$ cat src/logic/rmhs_defs.svh
// Bit positions, register offsets and reset values of the remote handshake block
`ifndef RMHS_DEFS_SVH
`define RMHS_DEFS_SVH

// ----------------------------------------
// Status word bit positions
// ----------------------------------------
`define RMHS_ST_INIT_REQ   8
`define RMHS_ST_CHG_ACK    9
`define RMHS_ST_ERR_FLAG   10
`define RMHS_ST_READY      11
`define RMHS_ST_WARN_FLAG  12

// ----------------------------------------
// Operation word bit positions
// ----------------------------------------
`define RMHS_OP_INIT_DONE  8
`define RMHS_OP_CHG_REQ    9
`define RMHS_OP_ERR_CLR    10

// ----------------------------------------
// Controller register offsets (byte addresses)
// ----------------------------------------
`define RMHS_ADDR_CTRL     8'h00
`define RMHS_ADDR_STATUS   8'h04
`define RMHS_ADDR_ERRCODE  8'h08
`define RMHS_ADDR_WARNCODE 8'h0c
`define RMHS_ADDR_SETTING  8'h10

// ----------------------------------------
// Controller control register fields
// ----------------------------------------
`define RMHS_CTRL_INIT_DONE 0
`define RMHS_CTRL_CHG_REQ   1
`define RMHS_CTRL_ERR_CLR   2

// ----------------------------------------
// Reset values
// ----------------------------------------
`define RMHS_WORD_RST      16'h0000
`define RMHS_CODE_CLEAR    16'h0000

`endif

$ cat src/logic/rmhs_pkg.sv
// Types shared by both ends of the remote handshake block
package rmhs_pkg;

    // ----------------------------------------
    // Remote register word
    // ----------------------------------------
    typedef logic [15:0] rmhs_word_t;

    // ----------------------------------------
    // Device sequencing states
    // ----------------------------------------
    typedef enum logic [2:0] {
        RMHS_START    = 3'b000,  // Decide start-up path
        RMHS_NV_LOAD  = 3'b001,  // Reading stored parameters
        RMHS_INIT_REQ = 3'b010,  // Waiting for init done
        RMHS_RUN      = 3'b011,  // Operating, ready
        RMHS_APPLY    = 3'b100,  // Taking new settings
        RMHS_ACK      = 3'b101   // Acknowledge until request drops
    } rmhs_state_e;

endpackage

$ cat src/logic/rmhs_if.sv
// Remote register link between the master controller and the remote module
`timescale 1ns/1ps

interface rmhs_if;
    rmhs_pkg::rmhs_word_t opWord;       // Operation word, master to device
    rmhs_pkg::rmhs_word_t settingWord;  // New setting data, master to device
    rmhs_pkg::rmhs_word_t statusWord;   // Status word, device to master
    rmhs_pkg::rmhs_word_t errCodeWord;  // Latest error code
    rmhs_pkg::rmhs_word_t warnCodeWord; // Latest warning code

    // Remote module end
    modport device (
        input  opWord,
        input  settingWord,
        output statusWord,
        output errCodeWord,
        output warnCodeWord
    );

    // Master station end
    modport master (
        output opWord,
        output settingWord,
        input  statusWord,
        input  errCodeWord,
        input  warnCodeWord
    );
endinterface

$ cat src/logic/rmhs_device.sv
// Remote module end: start-up handshake, setting change, error and warning flags
//
// What this block does
// - Status word bits eight to twelve defined
// - Operation word bits eight to ten defined
// - With-init mode raises init request until done
// - Init done completes start-up, raises ready
// - Init done drops the init request
// - Without-init mode: no request, ready after start
// - Without-init mode loads stored parameters first
// - Setting request applies data, then acknowledges
// - Setting request clears warning code and flag
// - Setting request clears error if cause gone
// - Setting request drops remote ready
// - Moderate or major error sets error flag
// - Latest non-watchdog error code is stored
// - Error clear with cause gone clears error
// - Clear during cause: flag stays set
// - Major error ignores every clear request
// - Early release of clear leaves flag set
// - One clear request covers all channels
// - Minor error sets warning flag and code
// - Warning self-clears once its cause goes
// - Master takes setting data and change request only while ready
`timescale 1ns/1ps
`include "rmhs_defs.svh"

module rmhs_device #(
    parameter int CHANNELS = 8  // Number of field channels
) (
    input  wire logic                 core_clk,        // System clock
    input  wire logic                 reset_n,         // Asynchronous reset, active low
    rmhs_if.device                    link,            // Remote register link
    input  wire logic                 withInitMode,    // Start-up mode: 1 with initial processing
    output      logic                 nvLoadStart,     // Pulse: read stored parameters
    input  wire logic                 nvLoadDone,      // Pulse: stored parameters valid
    input  wire rmhs_pkg::rmhs_word_t nvData,          // Stored parameter word
    output      rmhs_pkg::rmhs_word_t activeSetting,   // Setting in force
    output      logic                 ioUpdateEn,      // External I/O updating enabled
    input  wire logic                 errEvent,        // Pulse: moderate or major error
    input  wire logic                 errEventMajor,   // Error with the pulse is major
    input  wire logic                 errEventWdt,     // Error with the pulse is watchdog
    input  wire rmhs_pkg::rmhs_word_t errEventCode,    // Code of the error
    input  wire logic [CHANNELS-1:0]  errCause,        // Moderate causes still present per channel
    input  wire logic                 warnEvent,       // Pulse: minor error
    input  wire rmhs_pkg::rmhs_word_t warnEventCode,   // Code of the minor error
    input  wire logic [CHANNELS-1:0]  warnCause        // Minor causes still present per channel
);

    // ----------------------------------------
    // Declarations
    // ----------------------------------------
    rmhs_pkg::rmhs_state_e state_reg;      // Sequencer state
    rmhs_pkg::rmhs_state_e state_next;     // Next sequencer state
    logic                  errFlag_reg;    // Error flag
    logic                  errFlag_next;   // Next error flag
    rmhs_pkg::rmhs_word_t  errCode_reg;    // Latest error code
    rmhs_pkg::rmhs_word_t  errCode_next;   // Next error code
    logic                  warnFlag_reg;   // Warning flag
    logic                  warnFlag_next;  // Next warning flag
    rmhs_pkg::rmhs_word_t  warnCode_reg;   // Latest warning code
    rmhs_pkg::rmhs_word_t  warnCode_next;  // Next warning code
    logic                  major_reg;      // Sticky major or watchdog error
    logic                  chgReqOld_reg;  // Request seen last cycle
    logic                  initDone;       // Init done bit from master
    logic                  chgReq;         // Setting change request bit
    logic                  errClr;         // Error clear request bit
    logic                  chgRise;        // First cycle of a change request
    logic                  errCauseAny;    // Any channel still in moderate error
    logic                  errClearOk;     // Clear may act now

    // ----------------------------------------
    // Operation word decode
    // ----------------------------------------
    assign initDone    = link.opWord[`RMHS_OP_INIT_DONE];
    assign chgReq      = link.opWord[`RMHS_OP_CHG_REQ];
    assign errClr      = link.opWord[`RMHS_OP_ERR_CLR];
    assign chgRise     = chgReq & ~chgReqOld_reg;
    assign errCauseAny = |errCause;
    assign errClearOk  = ~major_reg & ~errCauseAny;

    // ----------------------------------------
    // Status word assembly
    // ----------------------------------------
    // Reserved bits read as zero
    always_comb begin
        link.statusWord = `RMHS_WORD_RST;
        link.statusWord[`RMHS_ST_INIT_REQ]  = (state_reg == rmhs_pkg::RMHS_INIT_REQ);
        link.statusWord[`RMHS_ST_CHG_ACK]   = (state_reg == rmhs_pkg::RMHS_ACK);
        link.statusWord[`RMHS_ST_ERR_FLAG]  = errFlag_reg;
        link.statusWord[`RMHS_ST_READY]     = (state_reg == rmhs_pkg::RMHS_RUN);
        link.statusWord[`RMHS_ST_WARN_FLAG] = warnFlag_reg;
    end

    assign link.errCodeWord  = errCode_reg;
    assign link.warnCodeWord = warnCode_reg;

    // I/O updates once start-up is over
    assign ioUpdateEn = (state_reg == rmhs_pkg::RMHS_RUN) || (state_reg == rmhs_pkg::RMHS_APPLY)
                        || (state_reg == rmhs_pkg::RMHS_ACK);

    // ----------------------------------------
    // Sequencer next state
    // ----------------------------------------
    always_comb begin
        state_next = state_reg;
        case (state_reg)
            rmhs_pkg::RMHS_START: begin
                // Choose path from the start-up mode
                if (withInitMode) begin
                    state_next = rmhs_pkg::RMHS_INIT_REQ;
                end else begin
                    state_next = rmhs_pkg::RMHS_NV_LOAD;
                end
            end
            rmhs_pkg::RMHS_NV_LOAD: begin
                // Stored parameters arrive, then run
                if (nvLoadDone) begin
                    state_next = rmhs_pkg::RMHS_RUN;
                end
            end
            rmhs_pkg::RMHS_INIT_REQ: begin
                // Hold request until master reports done
                if (initDone) begin
                    state_next = rmhs_pkg::RMHS_RUN;
                end
            end
            rmhs_pkg::RMHS_RUN: begin
                // Request drops ready on the next clock edge
                if (chgReq) begin
                    state_next = rmhs_pkg::RMHS_APPLY;
                end
            end
            rmhs_pkg::RMHS_APPLY: begin
                // Settings taken this cycle
                state_next = rmhs_pkg::RMHS_ACK;
            end
            rmhs_pkg::RMHS_ACK: begin
                // Acknowledge stands until release
                if (!chgReq) begin
                    state_next = rmhs_pkg::RMHS_RUN;
                end
            end
            default: begin
                state_next = rmhs_pkg::RMHS_START;
            end
        endcase
    end

    // ----------------------------------------
    // Sequencer state register
    // ----------------------------------------
    always_ff @(posedge core_clk or negedge reset_n) begin
        if (!reset_n) begin
            state_reg <= rmhs_pkg::RMHS_START;
        end else begin
            state_reg <= state_next;
        end
    end

    // Stored-parameter read pulse on entry
    assign nvLoadStart = (state_reg == rmhs_pkg::RMHS_START) && !withInitMode;

    // ----------------------------------------
    // Active setting
    // ----------------------------------------
    always_ff @(posedge core_clk or negedge reset_n) begin
        if (!reset_n) begin
            activeSetting <= `RMHS_WORD_RST;
        end else if (state_reg == rmhs_pkg::RMHS_NV_LOAD && nvLoadDone) begin
            activeSetting <= nvData;
        end else if (state_reg == rmhs_pkg::RMHS_APPLY) begin
            activeSetting <= link.settingWord;
        end
    end

    // ----------------------------------------
    // Request edge history
    // ----------------------------------------
    always_ff @(posedge core_clk or negedge reset_n) begin
        if (!reset_n) begin
            chgReqOld_reg <= 1'b0;
        end else begin
            chgReqOld_reg <= chgReq;
        end
    end

    // ----------------------------------------
    // Sticky major error, only reset clears it
    // ----------------------------------------
    always_ff @(posedge core_clk or negedge reset_n) begin
        if (!reset_n) begin
            major_reg <= 1'b0;
        end else if (errEvent && (errEventMajor || errEventWdt)) begin
            major_reg <= 1'b1;
        end
    end

    // ----------------------------------------
    // Error flag and code next values
    // ----------------------------------------
    // New event wins over any clear
    always_comb begin
        errFlag_next = errFlag_reg;
        errCode_next = errCode_reg;
        if (errEvent) begin
            errFlag_next = 1'b1;
            if (!errEventWdt) begin
                errCode_next = errEventCode;
            end
        end else if (chgRise && errClearOk) begin
            errFlag_next = 1'b0;
            errCode_next = `RMHS_CODE_CLEAR;
        end else if (errClr && !major_reg) begin
            // Flag held while any cause stays
            errFlag_next = errCauseAny;
            if (!errCauseAny) begin
                errCode_next = `RMHS_CODE_CLEAR;
            end
        end
    end

    // ----------------------------------------
    // Error registers
    // ----------------------------------------
    always_ff @(posedge core_clk or negedge reset_n) begin
        if (!reset_n) begin
            errFlag_reg <= 1'b0;
            errCode_reg <= `RMHS_CODE_CLEAR;
        end else begin
            errFlag_reg <= errFlag_next;
            errCode_reg <= errCode_next;
        end
    end

    // ----------------------------------------
    // Warning flag and code next values
    // ----------------------------------------
    always_comb begin
        warnFlag_next = warnFlag_reg;
        warnCode_next = warnCode_reg;
        if (warnEvent) begin
            warnFlag_next = 1'b1;
            warnCode_next = warnEventCode;
        end else if (chgRise || !(|warnCause)) begin
            warnFlag_next = 1'b0;
            warnCode_next = `RMHS_CODE_CLEAR;
        end
    end

    // ----------------------------------------
    // Warning registers
    // ----------------------------------------
    always_ff @(posedge core_clk or negedge reset_n) begin
        if (!reset_n) begin
            warnFlag_reg <= 1'b0;
            warnCode_reg <= `RMHS_CODE_CLEAR;
        end else begin
            warnFlag_reg <= warnFlag_next;
            warnCode_reg <= warnCode_next;
        end
    end

endmodule

$ cat src/flat_wrapper.sv
// flat-port wrapper written by rule: the top's interface ports become plain ports
module rmhs_device_flat 
#(
    parameter int CHANNELS = 8                             
)
  (core_clk, reset_n, withInitMode, nvLoadStart, nvLoadDone, nvData, activeSetting, ioUpdateEn, errEvent, errEventMajor, errEventWdt, errEventCode, errCause, warnEvent, warnEventCode, warnCause, link_opWord, link_settingWord, link_statusWord, link_errCodeWord, link_warnCodeWord);
  rmhs_if link_i ();
  input  wire logic core_clk;
  input  wire logic reset_n;
  input  wire logic withInitMode;
  output      logic nvLoadStart;
  input  wire logic nvLoadDone;
  input  wire rmhs_pkg::rmhs_word_t nvData;
  output      rmhs_pkg::rmhs_word_t activeSetting;
  output      logic ioUpdateEn;
  input  wire logic errEvent;
  input  wire logic errEventMajor;
  input  wire logic errEventWdt;
  input  wire rmhs_pkg::rmhs_word_t errEventCode;
  input  wire logic [CHANNELS-1:0] errCause;
  input  wire logic warnEvent;
  input  wire rmhs_pkg::rmhs_word_t warnEventCode;
  input  wire logic [CHANNELS-1:0] warnCause;
  input wire logic [$bits(link_i.opWord)-1:0] link_opWord;
  input wire logic [$bits(link_i.settingWord)-1:0] link_settingWord;
  output wire logic [$bits(link_i.statusWord)-1:0] link_statusWord;
  output wire logic [$bits(link_i.errCodeWord)-1:0] link_errCodeWord;
  output wire logic [$bits(link_i.warnCodeWord)-1:0] link_warnCodeWord;
  assign link_i.opWord = link_opWord;
  assign link_i.settingWord = link_settingWord;
  assign link_statusWord = link_i.statusWord;
  assign link_errCodeWord = link_i.errCodeWord;
  assign link_warnCodeWord = link_i.warnCodeWord;
  rmhs_device #(.CHANNELS(CHANNELS)) u_core (.core_clk(core_clk), .reset_n(reset_n), .link(link_i), .withInitMode(withInitMode), .nvLoadStart(nvLoadStart), .nvLoadDone(nvLoadDone), .nvData(nvData), .activeSetting(activeSetting), .ioUpdateEn(ioUpdateEn), .errEvent(errEvent), .errEventMajor(errEventMajor), .errEventWdt(errEventWdt), .errEventCode(errEventCode), .errCause(errCause), .warnEvent(warnEvent), .warnEventCode(warnEventCode), .warnCause(warnCause));
endmodule
$ cat config.mk
export PLATFORM = sky130hd
export DESIGN_NAME = rmhs_device_flat
export DESIGN_NICKNAME = d
export VERILOG_FILES = /design/src/logic/rmhs_pkg.sv /design/src/logic/rmhs_if.sv /design/src/logic/rmhs_device.sv /design/src/flat_wrapper.sv
export VERILOG_INCLUDE_DIRS = /design/src /design/src/logic
export SDC_FILE = /design/constraint.sdc
export NUM_CORES = 1
export LEC_CHECK = 0
export BUFFER_PORTS_ARGS = -buffer_cell sky130_fd_sc_hd__buf_2
export CAP_MARGIN = 15
export CORE_ASPECT_RATIO = 1.1
export CORE_MARGIN = 3
export CORE_UTILIZATION = 45
export DETAILED_ROUTE_END_ITERATION = 16
export GPL_TIMING_DRIVEN = 0
export PLACE_DENSITY = 0.87
export SLEW_MARGIN = 20
export SYNTH_ARGS = -nofsm -noshare
export SYNTH_HDL_FRONTEND = slang
export SYNTH_SLANG_ARGS = --single-unit
$ cat constraint.sdc
create_clock -name core_clk -period 4.05 [get_ports core_clk]
set_input_delay 0 -clock core_clk [delete_from_list [all_inputs] [get_ports core_clk]]
set_output_delay 0 -clock core_clk [all_outputs]
set_load 0.01 [all_outputs]
==> Yosys cells after proc, flatten, opt, wreduce, memory -nomap -nowiden <==
Index checks and enable logic that the tools add are counted.
{ "word_totals": {"ff_bits": 55, "input_bits": 104, "wordCells": 64} }
{ "classes": {"eq_ne": 11, "n_mux": 20, "n_bitwise": 5, "reduce_logical": 20} }
{ "op_table": {"columns": ["op", "n"], "rows": [
  ["$mux W16", 9],
  ["$pmux W3 S6", 1],
  ["$reduce_or A8 Y1", 2],
  ["$mux W3", 4],
  ["$ne A2 B2 Y1 const B", 5],
  ["$eq A3 B2 Y1 const B", 2],
  ["$eq A3 B3 Y1 const B", 2],
  ["$logic_and A1 B1 Y1", 5],
  ["$mux W1", 5],
  ["$logic_or A1 B1 Y1", 4],
  ["$reduce_and A4 Y1", 1],
  ["$reduce_bool A2 Y1", 2],
  ["$eq A3 B1 Y1 const B", 1],
  ["$logic_not A1 Y1", 3],
  ["$logic_not A3 Y1", 1],
  ["$ne A3 B3 Y1 const B", 1],
  ["$not A1 Y1", 3],
  ["$reduce_and A3 Y1", 1],
  ["$reduce_bool A3 Y1", 1],
  ["$and A1 B1 Y1", 2],
  ["$mux W2", 1]
]} }

==> Depth between registers and ports, before layout <==
Gate-level depths: netlist of the first run.
{ "depth": {"ltp_word": 6, "mapped_depth": 6} }

==> Least setup slack after synthesis of the first run <==
OpenSTA, ideal clock, no wires.
{ "synth_timing": {"path_type": "flip-flop to flip-flop", "from": "reg u_core.state_reg[0]", "to": "reg u_core.activeSetting[5]", "t_arrival_ns": 1.174, "required_time_ns": 3.923, "slack_ns": 2.750, "path_stages_with_launch": 6, "n_path_buf": 2, "path_cell_list": "dfrtp_1 -> buf_6 -> inv_2 -> nor4b_4 -> buf_4 -> o21ai_0"} }
{ "synth_between": {"elab_chain_len": 3} }
{ "synth_lines": {"columns": ["item", "line", "rtl"], "rows": [
  ["from (decl)", "rmhs_device.sv:53", "rmhs_pkg::rmhs_state_e state_reg;"],
  ["from (signal assigned)", "rmhs_device.sv:155", "state_reg <= rmhs_pkg::RMHS_START;"],
  ["from (signal assigned)", "rmhs_device.sv:157", "state_reg <= state_next;"],
  ["$eq A3 B1 Y1", "rmhs_device.sv:170", "end else if (state_reg == rmhs_pkg::RMHS_NV_LOAD && nvLoadDone) begin"],
  ["$logic_and A1 B1 Y1", "rmhs_device.sv:170", null],
  ["$mux W16 / $reduce_bool A2 Y1 (equally long branches)", null, null],
  ["to (signal assigned)", "rmhs_device.sv:169", "activeSetting <= `RMHS_WORD_RST;"],
  ["to (signal assigned)", "rmhs_device.sv:171", "activeSetting <= nvData;"],
  ["to (signal assigned)", "rmhs_device.sv:173", "activeSetting <= link.settingWord;"],
  ["to (decl)", "rmhs_device.sv:38", "output rmhs_pkg::rmhs_word_t activeSetting,"]
]} }
Several ways; a longest one is shown, not always the timed one.
A chain may end at the register's enable or synchronous reset.

==> Final worst setup path of the first run <==
Ends and elaborated chain as after synthesis.

==> tab_implementation.tex, run 1 <==
\begin{tabular}{lr}
\hline
Metric & Value \\
\hline
\multicolumn{2}{l}{\textbf{Clock network}} \\
CTS tree & done \\
Root Buffer Master & clkbuf\_8 \\
Bufs on Longest Clock Path & 2 \\
Total CTS buffers & 5 \\
Number of clock sinks & 55 \\
Worst-path clk slew & 0.09 ns \\
Resized cells post-CTS & 0 \\
Later-pin clock latency in the skew report & 0.30 ns \\
Number of H-tree levels & 2 \\
\multicolumn{2}{l}{\textbf{Global route}} \\
Global-route wire length before repair & 13.0 mm \\
Initial antenna violation count & 0 \\
Total routing usage reported by global routing & 0.243 \\
Vias in the first global route & 2,849 \\
GRT overflow & 0 \\
Maximum number of pins on one net before global-route repair & 56 \\
\multicolumn{2}{l}{\textbf{Cells and area}} \\
Most common library cell in the layout ignoring fill and taps & buf\_2 \\
End-of-flow core utilization & 0.769 \\
Post-layout nets & 584 \\
Antenna cell count & 0 \\
Fill count & 380 \\
Area Growth Syn to Fin & 62.2\% \\
Top library cells by usage in the layout, fill and taps aside & buf\_2, dlygate4sd3\_1, dfrtp\_1 \\
Share of post-route cells with drive strength above 1 & 0.378 \\
Post-route standard cell area excluding fillers & 4200 um2 \\
\multicolumn{2}{l}{\textbf{Floorplanning}} \\
Horiz. Die Dim & 78.4 um \\
Full die area & 6710 um2 \\
Initial core utilization & 0.474 \\
Std-Cell Rows & 28 \\
Vertical die dimension & approximately 86 um \\
Total I/O pin count & 170 \\
Core box area & around 5500 um2 \\
\multicolumn{2}{l}{\textbf{Logic synthesis}} \\
Combinational family with the most area after synthesis & simple AND/OR/NAND/NOR gates \\
Post-synthesis sequential area ratio & 0.531 \\
Post-synthesis instance area & between 2000 and 3000 um2 \\
Biggest area contributors in the synthesized netlist & dfrtp\_1, mux2i\_1, nand2\_1, buf\_4, o21ai\_0 \\
Average size of a mapped cell & 10.3 um2 \\
Xor/xnor share of the synthesized area & 0 \\
Count of state elements after synthesis & 55 \\
Fraction of post-synthesis cell area in the top cell type by area & 0.531 \\
Gate count after technology mapping & $\sim$250 \\
Share of synthesized cell area in full adder, half adder and majority cells & 0 \\
Basic-gate share of the synthesized area counting and, or, nand and nor cells & 0.167 \\
Compound-cell area share of the yosys netlist & 0.0912 \\
Cell accounting for the most synthesized area & dfrtp\_1 \\
Netlist cell types & 31 \\
Total of warnings raised by yosys & 0 \\
Multiplexer area fraction after synthesis & 0.127 \\
\multicolumn{2}{l}{\textbf{Critical path}} \\
Internal reg-to-reg setup slack & 2.01 ns \\
Worst stage delay on the critical path & 0.56 ns \\
Worst Path Arrival & around 2.2 ns \\
CP max stage cell & dlygate4sd3\_1 \\
Class of the most critical setup path & flip-flop to flip-flop \\
Crit path cell chain & buf\_6 > inv\_2 > nor4b\_4 > buf\_4 > o21ai\_0 > dlygate4sd3\_1 \\
WP data required & 4.23 ns \\
Maximum fanout along the worst path & 10 \\
Number of cell instances on the worst register-to-register path & 6 \\
CP endpoint kind & flip-flop \\
Critical path launch point type & flip-flop \\
\multicolumn{2}{l}{\textbf{Drt}} \\
Detailed-route wire length per cell & 14.3 um \\
Total via count in the routed design & 2,647 \\
Pre-antenna DRT Iters & 4 \\
Post-Route WL & 7.93 mm \\
Drt via density & between 4 and 5 \\
Detailed Route Iter0 Violations & 105 \\
Antenna Violating Nets Remaining & 0 \\
DRC viols & 0 \\
\multicolumn{2}{l}{\textbf{STA}} \\
Aggregate negative setup slack & 0 ns \\
Achievable clock frequency & 489 MHz \\
RSZ-0062 raised after global routing & no \\
Clock Skews & slightly below 0.009 ns \\
Worst slew margin relative to its limit & 0.545 \\
Final hold violation count & 0 \\
Minimum period implied by the final worst setup slack & about 2.0 ns \\
Setup Viol. Count Final & 0 \\
Least-Margin Pin Slew & just under 0.7 ns \\
Crit share post-route & 0.505 \\
Worst hold-check slack & 0.00827 ns \\
Pins over their slew limit & 0 \\
\multicolumn{2}{l}{\textbf{Status}} \\
Outcome & finished clean \\
\multicolumn{2}{l}{\textbf{Run}} \\
MaxCap Viol Count & 0 \\
\multicolumn{2}{l}{\textbf{Power}} \\
Worst IR drop on VDD & between 0.0002 and 0.0003 V \\
Psw & 0.640 mW \\
Int Power & around 1.2 mW \\
P\_leak & 2.19 nW \\
Power density over the cells & roughly 450 nW/um2 \\
Overall power after layout & 1.87 mW \\
Clock network fraction of design power & 0.153 \\
Sequential cell fraction of total power & 0.401 \\
Part of the total power dissipated in combinational logic & 0.446 \\
Proportion of total power due to net switching & 0.342 \\
\multicolumn{2}{l}{\textbf{Worst hold path}} \\
Cell depth of the worst hold path & 3 \\
Worst min-delay path class & input port to flip-flop \\
\multicolumn{2}{l}{\textbf{Placed design}} \\
Routability-driven placement congestion ratio & roughly 0.73 \\
Post-DP HPWL & 4.87 mm \\
Placed standard-cell area & approximately 3500 um2 \\
Count of buffers from port buffering & 145 \\
\hline
\end{tabular}
-- repair_timing --
item / 4_1_cts / 5_1_grt
setup buffers: 0 / 0
endpoints found under the hold margin: 105 / 0
hold buffers: 67 / 0
-- cells in the mapped netlist --
master	count
nor4_1	4
a21oi_2	1
o32ai_1	1
nor3_1	1
a21boi_1	1
dfrtp_1	55
inv_2	1
nor3b_2	1
buf_6	5
nor2b_1	2
buf_2	3
o21ai_0	22
mux2i_1	33
a21oi_1	3
buf_4	16
nor4b_4	1
nor2_1	23
conb_1	1
inv_1	2
nand2_1	49
nand2b_1	2
nand3_1	1
o21ai_1	11
a21o_1	2
nor2_8	1
nor3_4	1
a211oi_1	1
o31a_1	1
clkbuf_1	3
nand2b_4	1
nor3b_1	2
-- layout make-up --
type                       instances  area [um2]  share of cell area
clock buffer                       7        76.3              0.0182
inverter                           3        11.3             0.00268
multi-input combinational        176        1040               0.247
sequential                        55        1380               0.327
timing repair buffer             212        1400               0.333
buffer                            27         203              0.0482
clock inverter                     1        5.00             0.00119
tap                               75        93.8              0.0223
-- worst paths after layout --
path | startpoint | endpoint
setup / recovery | u_core.state_reg[0]$_DFFE_PN0P_ | u_core.activeSetting[5]$_DFFE_PN0P_
hold / removal | link_settingWord[9] | u_core.activeSetting[9]$_DFFE_PN0P_
setup reg to reg | u_core.state_reg[0]$_DFFE_PN0P_ | u_core.activeSetting[5]$_DFFE_PN0P_
hold reg to reg | u_core.warnFlag_reg$_DFFE_PN0P_ | u_core.warnFlag_reg$_DFFE_PN0P_
max in group asynchronous | reset_n | u_core.activeSetting[5]$_DFFE_PN0P_
min in group asynchronous | reset_n | u_core.activeSetting[13]$_DFFE_PN0P_
-- critical path, delay by kind of cell (launching register included) --
| family | cells | cell delay [ns] |
|---|---|---|
| AO/OA/AOI/OAI | 1 | 0.10 |
| AND/OR/NAND/NOR | 1 | 0.44 |
| flip-flops | 1 | 0.35 |
| buffers and inverters | 4 | 1.04 |
-- kinds of logic (layout without fill, tap and decap cells) --
family,after synthesis,count (layout)
AOI/OAI and AO/OA,43,43
buffers and inverters,30,250
DFF,55,55
muxes,33,33
other,1,11
and+or+nand+nor,89,89
-- per-stage QoR --
step,cells,setup WS [ns]
2_1_floorplan,261,2.75
3_3_place_gp,481,2.57
3_5_place_dp,481,2.56
4_1_cts,556,2.02
5_1_grt,556,1.89
6_report,556,2.01
-- power groups by stage --
stage | sequential, mW | combinational [mW] | clock (mW)
3_5_place_dp | 0.756 | 0.669 | 0
4_1_cts | 0.747 | 0.816 | 0.294
2_1_floorplan | 0.808 | 0.349 | 0
3_3_place_gp | 0.750 | 0.647 | 0
6_report | 0.751 | 0.834 | 0.286
5_1_grt | 0.765 | 0.915 | 0.314
-- layer usage --
layer,up-vias,share of wire,track usage
met1,1250,0.36,0.266
met3,15,0.066,0.0525
met2,112,0.55,0.473
li1,1270,-,-
met4,0,0.022,0.0604
met5,-,0,0
No activity file was read; power rests on OpenSTA's default activity.
==> run 2, diff against run 1 <==
Settings changed: CORE_UTILIZATION 45 to 38, PLACE_DENSITY 0.87 to 0.78.
Clock period 4.05 ns to 1.7 ns, I/O delays scaled along.
==> tab_implementation.tex, run 2 (same netlist as run 1, synthesis figures left out) <==
\begin{tabular}{lr}
\hline
Metric & Value \\
\hline
\multicolumn{2}{l}{\textbf{Status}} \\
Outcome & finished clean \\
\multicolumn{2}{l}{\textbf{Clock network}} \\
Later-pin clock latency in the skew report & 0.30 ns \\
Number of H-tree levels & 2 \\
Number of clock sinks & 55 \\
Bufs on Longest Clock Path & 2 \\
Root Buffer Master & clkbuf\_8 \\
Total CTS buffers & 5 \\
CTS tree & done \\
Worst-path clk slew & 0.09 ns \\
\multicolumn{2}{l}{\textbf{Run}} \\
MaxCap Viol Count & 0 \\
\multicolumn{2}{l}{\textbf{Placed design}} \\
Placed insts & 486 \\
Count of buffers from port buffering & 145 \\
Post-DP HPWL & around 4.9 mm \\
Post-Place Worst Slack & 0.155 ns \\
Routability-driven placement congestion ratio & roughly 0.76 \\
Placed standard-cell area & $\sim$3500 um2 \\
\multicolumn{2}{l}{\textbf{Global route}} \\
Initial antenna violation count & 0 \\
Vias in the first global route & $\sim$2,800 \\
Global-route wire length before repair & roughly 13 mm \\
GRT overflow & 0 \\
Total routing usage reported by global routing & 0.209 \\
Maximum number of pins on one net before global-route repair & 56 \\
\multicolumn{2}{l}{\textbf{STA}} \\
Final hold violation count & 0 \\
Worst hold-check slack & 0.0190 ns \\
Worst slew margin relative to its limit & 0.554 \\
RSZ-0062 raised after global routing & no \\
Clock Skews & roughly 0.0046 ns \\
Achievable clock frequency & 628 MHz \\
Least-Margin Pin Slew & 0.669 ns \\
Final worst-path setup slack & 0.109 ns \\
Pins over their slew limit & 0 \\
Aggregate negative setup slack & 0 ns \\
Setup Viol. Count Final & 0 \\
Crit share post-route & 0.936 \\
Minimum period implied by the final worst setup slack & around 1.6 ns \\
\multicolumn{2}{l}{\textbf{Drt}} \\
Total via count in the routed design & 2,636 \\
Antenna Violating Nets Remaining & 0 \\
DRC viols & 0 \\
Post-Route WL & 7.92 mm \\
Detailed-route wire length per cell & 14.0 um \\
Drt via density & roughly 4.7 \\
Pre-antenna DRT Iters & 4 \\
Detailed Route Iter0 Violations & 90 \\
\multicolumn{2}{l}{\textbf{Critical path}} \\
WP data required & 1.94 ns \\
Critical R2R Launch & u\_core.chgReqOld\_reg\$\_DFF\_PN0\_ \\
Worst Path Arrival & 1.83 ns \\
Crit path cell chain & dlygate4sd3\_1 > buf\_2 > nor2b\_1 > a21oi\_4 > nand2\_1 > o21ai\_0 > dlygate4sd3\_1 \\
Worst r2r dst & u\_core.link.warnCodeWord[15]\$\_DFFE\_PN0P\_ \\
CP max stage cell & dlygate4sd3\_1 \\
Internal reg-to-reg setup slack & 0.13 ns \\
Maximum fanout along the worst path & 4 \\
Number of cell instances on the worst register-to-register path & 5 \\
Critical path launch point type & input port \\
Most numerous cell on the critical path & dlygate4sd3\_1 \\
Class of the most critical setup path & input port to flip-flop \\
CP endpoint kind & flip-flop \\
CP top delay family & buffers and inverters \\
Buf/Inv on CP & 3 \\
Worst stage delay on the critical path & 0.59 ns \\
\multicolumn{2}{l}{\textbf{Floorplanning}} \\
Std-Cell Rows & 30 \\
Core box area & 6380 um2 \\
Full die area & just under 8000 um2 \\
Total I/O pin count & 170 \\
Vertical die dimension & 92.6 um \\
Initial core utilization & 0.406 \\
Horiz. Die Dim & 84.8 um \\
\multicolumn{2}{l}{\textbf{Power}} \\
Power density over the cells & 1050 nW/um2 \\
Clock network fraction of design power & 0.219 \\
P\_leak & 2.22 nW \\
Proportion of total power due to net switching & 0.326 \\
Sequential cell fraction of total power & 0.396 \\
Part of the total power dissipated in combinational logic & 0.385 \\
Int Power & 3.03 mW \\
Psw & 1.47 mW \\
Worst IR drop on VDD & 0.000517 V \\
\multicolumn{2}{l}{\textbf{Cells and area}} \\
Top library cells by usage in the layout, fill and taps aside & buf\_2, dlygate4sd3\_1, dfrtp\_1 \\
Area Growth Syn to Fin & 65.7\% \\
Post-route standard cell area excluding fillers & between 4000 and 5000 um2 \\
Antenna cell count & 0 \\
Post-layout nets & $\sim$590 \\
Cell Count, Final, Fillers Out & 564 \\
Share of post-route cells with drive strength above 1 & 0.380 \\
Most common library cell in the layout ignoring fill and taps & buf\_2 \\
\multicolumn{2}{l}{\textbf{Worst hold path}} \\
Cell depth of the worst hold path & 3 \\
Worst min-delay path class & input port to flip-flop \\
Sink of the worst hold path & u\_core.activeSetting[7]\$\_DFFE\_PN0P\_ \\
Hold Path Origin & link\_settingWord[7] \\
\hline
\end{tabular}
==> run 2: worst min-delay path: cells and delay by family <==
family	cells	cell delay, ns
mux	1	0.06
buf+inv	1	0.08
compound gates	1	0.13
==> run 2: metrics by stage <==
stage / total power, mW / utilization
2_1_floorplan: 2.76 / -
3_3_place_gp: 3.33 / 0.542
3_5_place_dp: 3.39 / 0.542
4_1_cts: 4.53 / 0.671
5_1_grt: 4.82 / 0.673
6_report: 4.50 / 0.673
==> run 2: layout make-up <==
type	count	area [um2]
buffer	27	203
timing repair buffer	215	1430
fill	497	2080
sequential	55	1380
clock buffer	6	72.6
multi-input combinational	176	1050
inverter	3	11.3
tap	80	100
clock inverter	2	60.1
==> run 2: routing by layer <==
metal / global-route usage / vias up / wire, um
li1: - / 1274 / -
met1: 0.234 / 1197 / 2900
met2: 0.377 / 134 / 4200
met3: 0.0463 / 31 / 523
met4: 0.0937 / 0 / 301
met5: 0 / - / 0
==> run 2: worst max-delay path by stage <==
| stage | from | to | slack, ns | cells after the start |
|---|---|---|---|---|
| final | link_opWord[9] | u_core.link.warnCodeWord[15]$_DFFE_PN0P_ | 0.11 | 7 |
| after global placement | u_core.state_reg[0]$_DFFE_PN0P_ | u_core.activeSetting[9]$_DFFE_PN0P_ | 0.20 | 5 |
| after floorplan | u_core.state_reg[0]$_DFFE_PN0P_ | u_core.activeSetting[5]$_DFFE_PN0P_ | 0.40 | 5 |
| after global routing | u_core.state_reg[0]$_DFFE_PN0P_ | u_core.activeSetting[9]$_DFFE_PN0P_ | 0.05 | 5 |
| after detailed placement | u_core.state_reg[0]$_DFFE_PN0P_ | u_core.activeSetting[5]$_DFFE_PN0P_ | 0.16 | 5 |
| after CTS | link_opWord[9] | u_core.link.warnCodeWord[0]$_DFFE_PN0P_ | 0.05 | 7 |
==> run 2: power by group through the flow <==
stage | Combinational [mW] | Clock, mW | Sequential [mW]
floorplan | 0.832 | 0 | 1.92
global placement | 1.55 | 0 | 1.79
detailed placement | 1.59 | 0 | 1.80
CTS | 1.72 | 1.02 | 1.78
global route | 1.92 | 1.07 | 1.82
finish | 1.73 | 0.986 | 1.78
==> run 2: repair_timing <==
action,in CTS,in global routing
hold endpoints to repair,105,0
setup buffers,0,1
resized for setup,0,1
setup endpoints to repair,0,3
hold buffers,69,0
==> run 3, diff against run 2 <==
Settings changed: CORE_UTILIZATION 38 to 45, PLACE_DENSITY 0.78 to 0.87.
Clock period 1.7 ns to 1.97 ns, I/O delays scaled along.
==> tab_implementation.tex, run 3 (same netlist as run 1, synthesis figures left out) <==
\begin{tabular}{lr}
\hline
Metric & Value \\
\hline
\multicolumn{2}{l}{\textbf{Critical path}} \\
Class of the most critical setup path & input port to flip-flop \\
CP endpoint kind & flip-flop \\
Number of cell instances on the worst register-to-register path & 5 \\
Critical path launch point type & input port \\
WP data required & 2.22 ns \\
Critical Path Start & link\_opWord[9] \\
Maximum fanout along the worst path & 8 \\
Internal reg-to-reg setup slack & between 0.3 and 0.4 ns \\
Worst Path Arrival & 1.95 ns \\
Worst r2r dst & u\_core.link.warnCodeWord[0]\$\_DFFE\_PN0P\_ \\
Critical R2R Launch & u\_core.chgReqOld\_reg\$\_DFF\_PN0\_ \\
\multicolumn{2}{l}{\textbf{Floorplanning}} \\
Core box area & roughly 5500 um2 \\
Full die area & 6710 um2 \\
Initial core utilization & 0.474 \\
Std-Cell Rows & 28 \\
Horiz. Die Dim & 78.4 um \\
Vertical die dimension & 85.6 um \\
Total I/O pin count & 170 \\
\multicolumn{2}{l}{\textbf{STA}} \\
Pins over their slew limit & 0 \\
Final hold violation count & 0 \\
Clock Skews & 0.0123 ns \\
Aggregate negative setup slack & 0 ns \\
Least-Margin Pin Slew & 0.687 ns \\
Achievable clock frequency & 587 MHz \\
Final worst-path setup slack & 0.267 ns \\
Setup Viol. Count Final & 0 \\
Worst slew margin relative to its limit & 0.542 \\
RSZ-0062 raised after global routing & no \\
Crit share post-route & 0.864 \\
Minimum period implied by the final worst setup slack & 1.70 ns \\
\multicolumn{2}{l}{\textbf{Global route}} \\
Global-route wire length before repair & 13.4 mm \\
Vias in the first global route & $\sim$2,900 \\
GRT overflow & 0 \\
Initial antenna violation count & 0 \\
Total routing usage reported by global routing & 0.253 \\
Maximum number of pins on one net before global-route repair & 56 \\
\multicolumn{2}{l}{\textbf{Cells and area}} \\
Share of post-route cells with drive strength above 1 & 0.378 \\
Post-layout nets & between 500 and 600 \\
Cell Count, Final, Fillers Out & 556 \\
Antenna cell count & 0 \\
Top library cells by usage in the layout, fill and taps aside & buf\_2, dlygate4sd3\_1, dfrtp\_1 \\
Most common library cell in the layout ignoring fill and taps & buf\_2 \\
Area Growth Syn to Fin & 62.2\% \\
End-of-flow core utilization & 0.769 \\
\multicolumn{2}{l}{\textbf{Drt}} \\
Total via count in the routed design & 2,666 \\
Detailed-route wire length per cell & 14.6 um \\
Antenna Violating Nets Remaining & 0 \\
Detailed Route Iter0 Violations & 104 \\
DRC viols & 0 \\
Pre-antenna DRT Iters & 4 \\
Drt via density & 4.79 \\
Post-Route WL & about 8.1 mm \\
\multicolumn{2}{l}{\textbf{Power}} \\
Power density over the cells & 864 nW/um2 \\
P\_leak & 2.19 nW \\
Worst IR drop on VDD & 0.000510 V \\
\multicolumn{2}{l}{\textbf{Worst hold path}} \\
Hold Path Origin & link\_settingWord[10] \\
Cell depth of the worst hold path & 3 \\
Worst min-delay path class & input port to flip-flop \\
Sink of the worst hold path & u\_core.activeSetting[10]\$\_DFFE\_PN0P\_ \\
\multicolumn{2}{l}{\textbf{Clock network}} \\
Root Buffer Master & clkbuf\_8 \\
Postcts setup bufs & 0 \\
Total CTS buffers & 5 \\
Worst-path clk slew & 0.10 ns \\
Number of H-tree levels & 2 \\
Number of clock sinks & 55 \\
Bufs on Longest Clock Path & 2 \\
Later-pin clock latency in the skew report & 0.30 ns \\
CTS tree & done \\
\multicolumn{2}{l}{\textbf{Placed design}} \\
Count of buffers from port buffering & 145 \\
Routability-driven placement congestion ratio & 0.734 \\
Post-DP HPWL & 4.87 mm \\
Placed insts & 481 \\
Post-Place Worst Slack & 0.480 ns \\
\multicolumn{2}{l}{\textbf{Run}} \\
MaxCap Viol Count & 0 \\
\multicolumn{2}{l}{\textbf{Status}} \\
Outcome & finished clean \\
\hline
\end{tabular}
## run 3: cell count changes in the layout (fill, tap and decap cells not counted)
| cell | delta |
|---|---|
| bufinv_16 | -2 |
| dlygate4sd3_1 | -2 |
| a21oi_2 | +1 |
| a21oi_4 | -1 |
| buf_4 | -1 |
| clkbuf_1 | +1 |
| clkinv_2 | +1 |
## run 3: through the flow
step	hold WS, ns	instance area [um2]	power (mW)
floorplan	-0.296	2630	2.38
global placement	0.146	3450	2.87
detailed placement	0.0856	3450	2.93
CTS	0.00550	4200	3.62
global route	0.00903	4200	3.87
finish	0.0124	4200	3.63
## run 3: cell type report
cell class	instances	area (um2)
fill	384	1260
clock inverter	1	5.00
inverter	3	11.3
buffer	27	203
tap	75	93.8
sequential	55	1380
timing repair buffer	212	1400
clock buffer	7	76.3
multi-input combinational	176	1040
## run 3: worst max-delay path by stage
| stage | cells past startpoint | slack, ns | end |
|---|---|---|---|
| 2_1_floorplan | 5 | 0.67 | u_core.activeSetting[5]$_DFFE_PN0P_ |
| 3_3_place_gp | 5 | 0.49 | u_core.activeSetting[6]$_DFFE_PN0P_ |
| 3_5_place_dp | 5 | 0.48 | u_core.activeSetting[6]$_DFFE_PN0P_ |
| 4_1_cts | 7 | 0.30 | u_core.link.warnCodeWord[0]$_DFFE_PN0P_ |
| 5_1_grt | 7 | 0.17 | u_core.link.warnCodeWord[15]$_DFFE_PN0P_ |
| 6_report | 7 | 0.27 | u_core.link.warnCodeWord[0]$_DFFE_PN0P_ |
## run 3: power by group
part           internal (mW)  leakage, nW  switching [mW]
sequential              1.39        0.660           0.150
clock                  0.251       0.0422           0.340
combinational          0.712         1.48           0.784
total                   2.36         2.19            1.27
## run 3: routing by layer
layer / share of wire / track usage / vias up / routed length (um)
met4: 0.032 / 0.0954 / 0 / 258
met2: 0.54 / 0.474 / 133 / 4370
met5: 0 / 0 / - / 0
li1: - / - / 1271 / -
met1: 0.36 / 0.274 / 1240 / 2960
met3: 0.068 / 0.0609 / 22 / 552
## run 3: timing repair
item                                   CTS  global route
endpoints found under the hold margin  105             0
hold buffers                            67             0
gates resized for setup                  0             0
## run 3: worst max-delay path, stage by stage
cell           delay (ns)
dlygate4sd3_1        0.53
buf_2                0.14
nor2b_1              0.14
a21oi_2              0.30
nand2_1              0.10
o21ai_0              0.17
dlygate4sd3_1        0.57
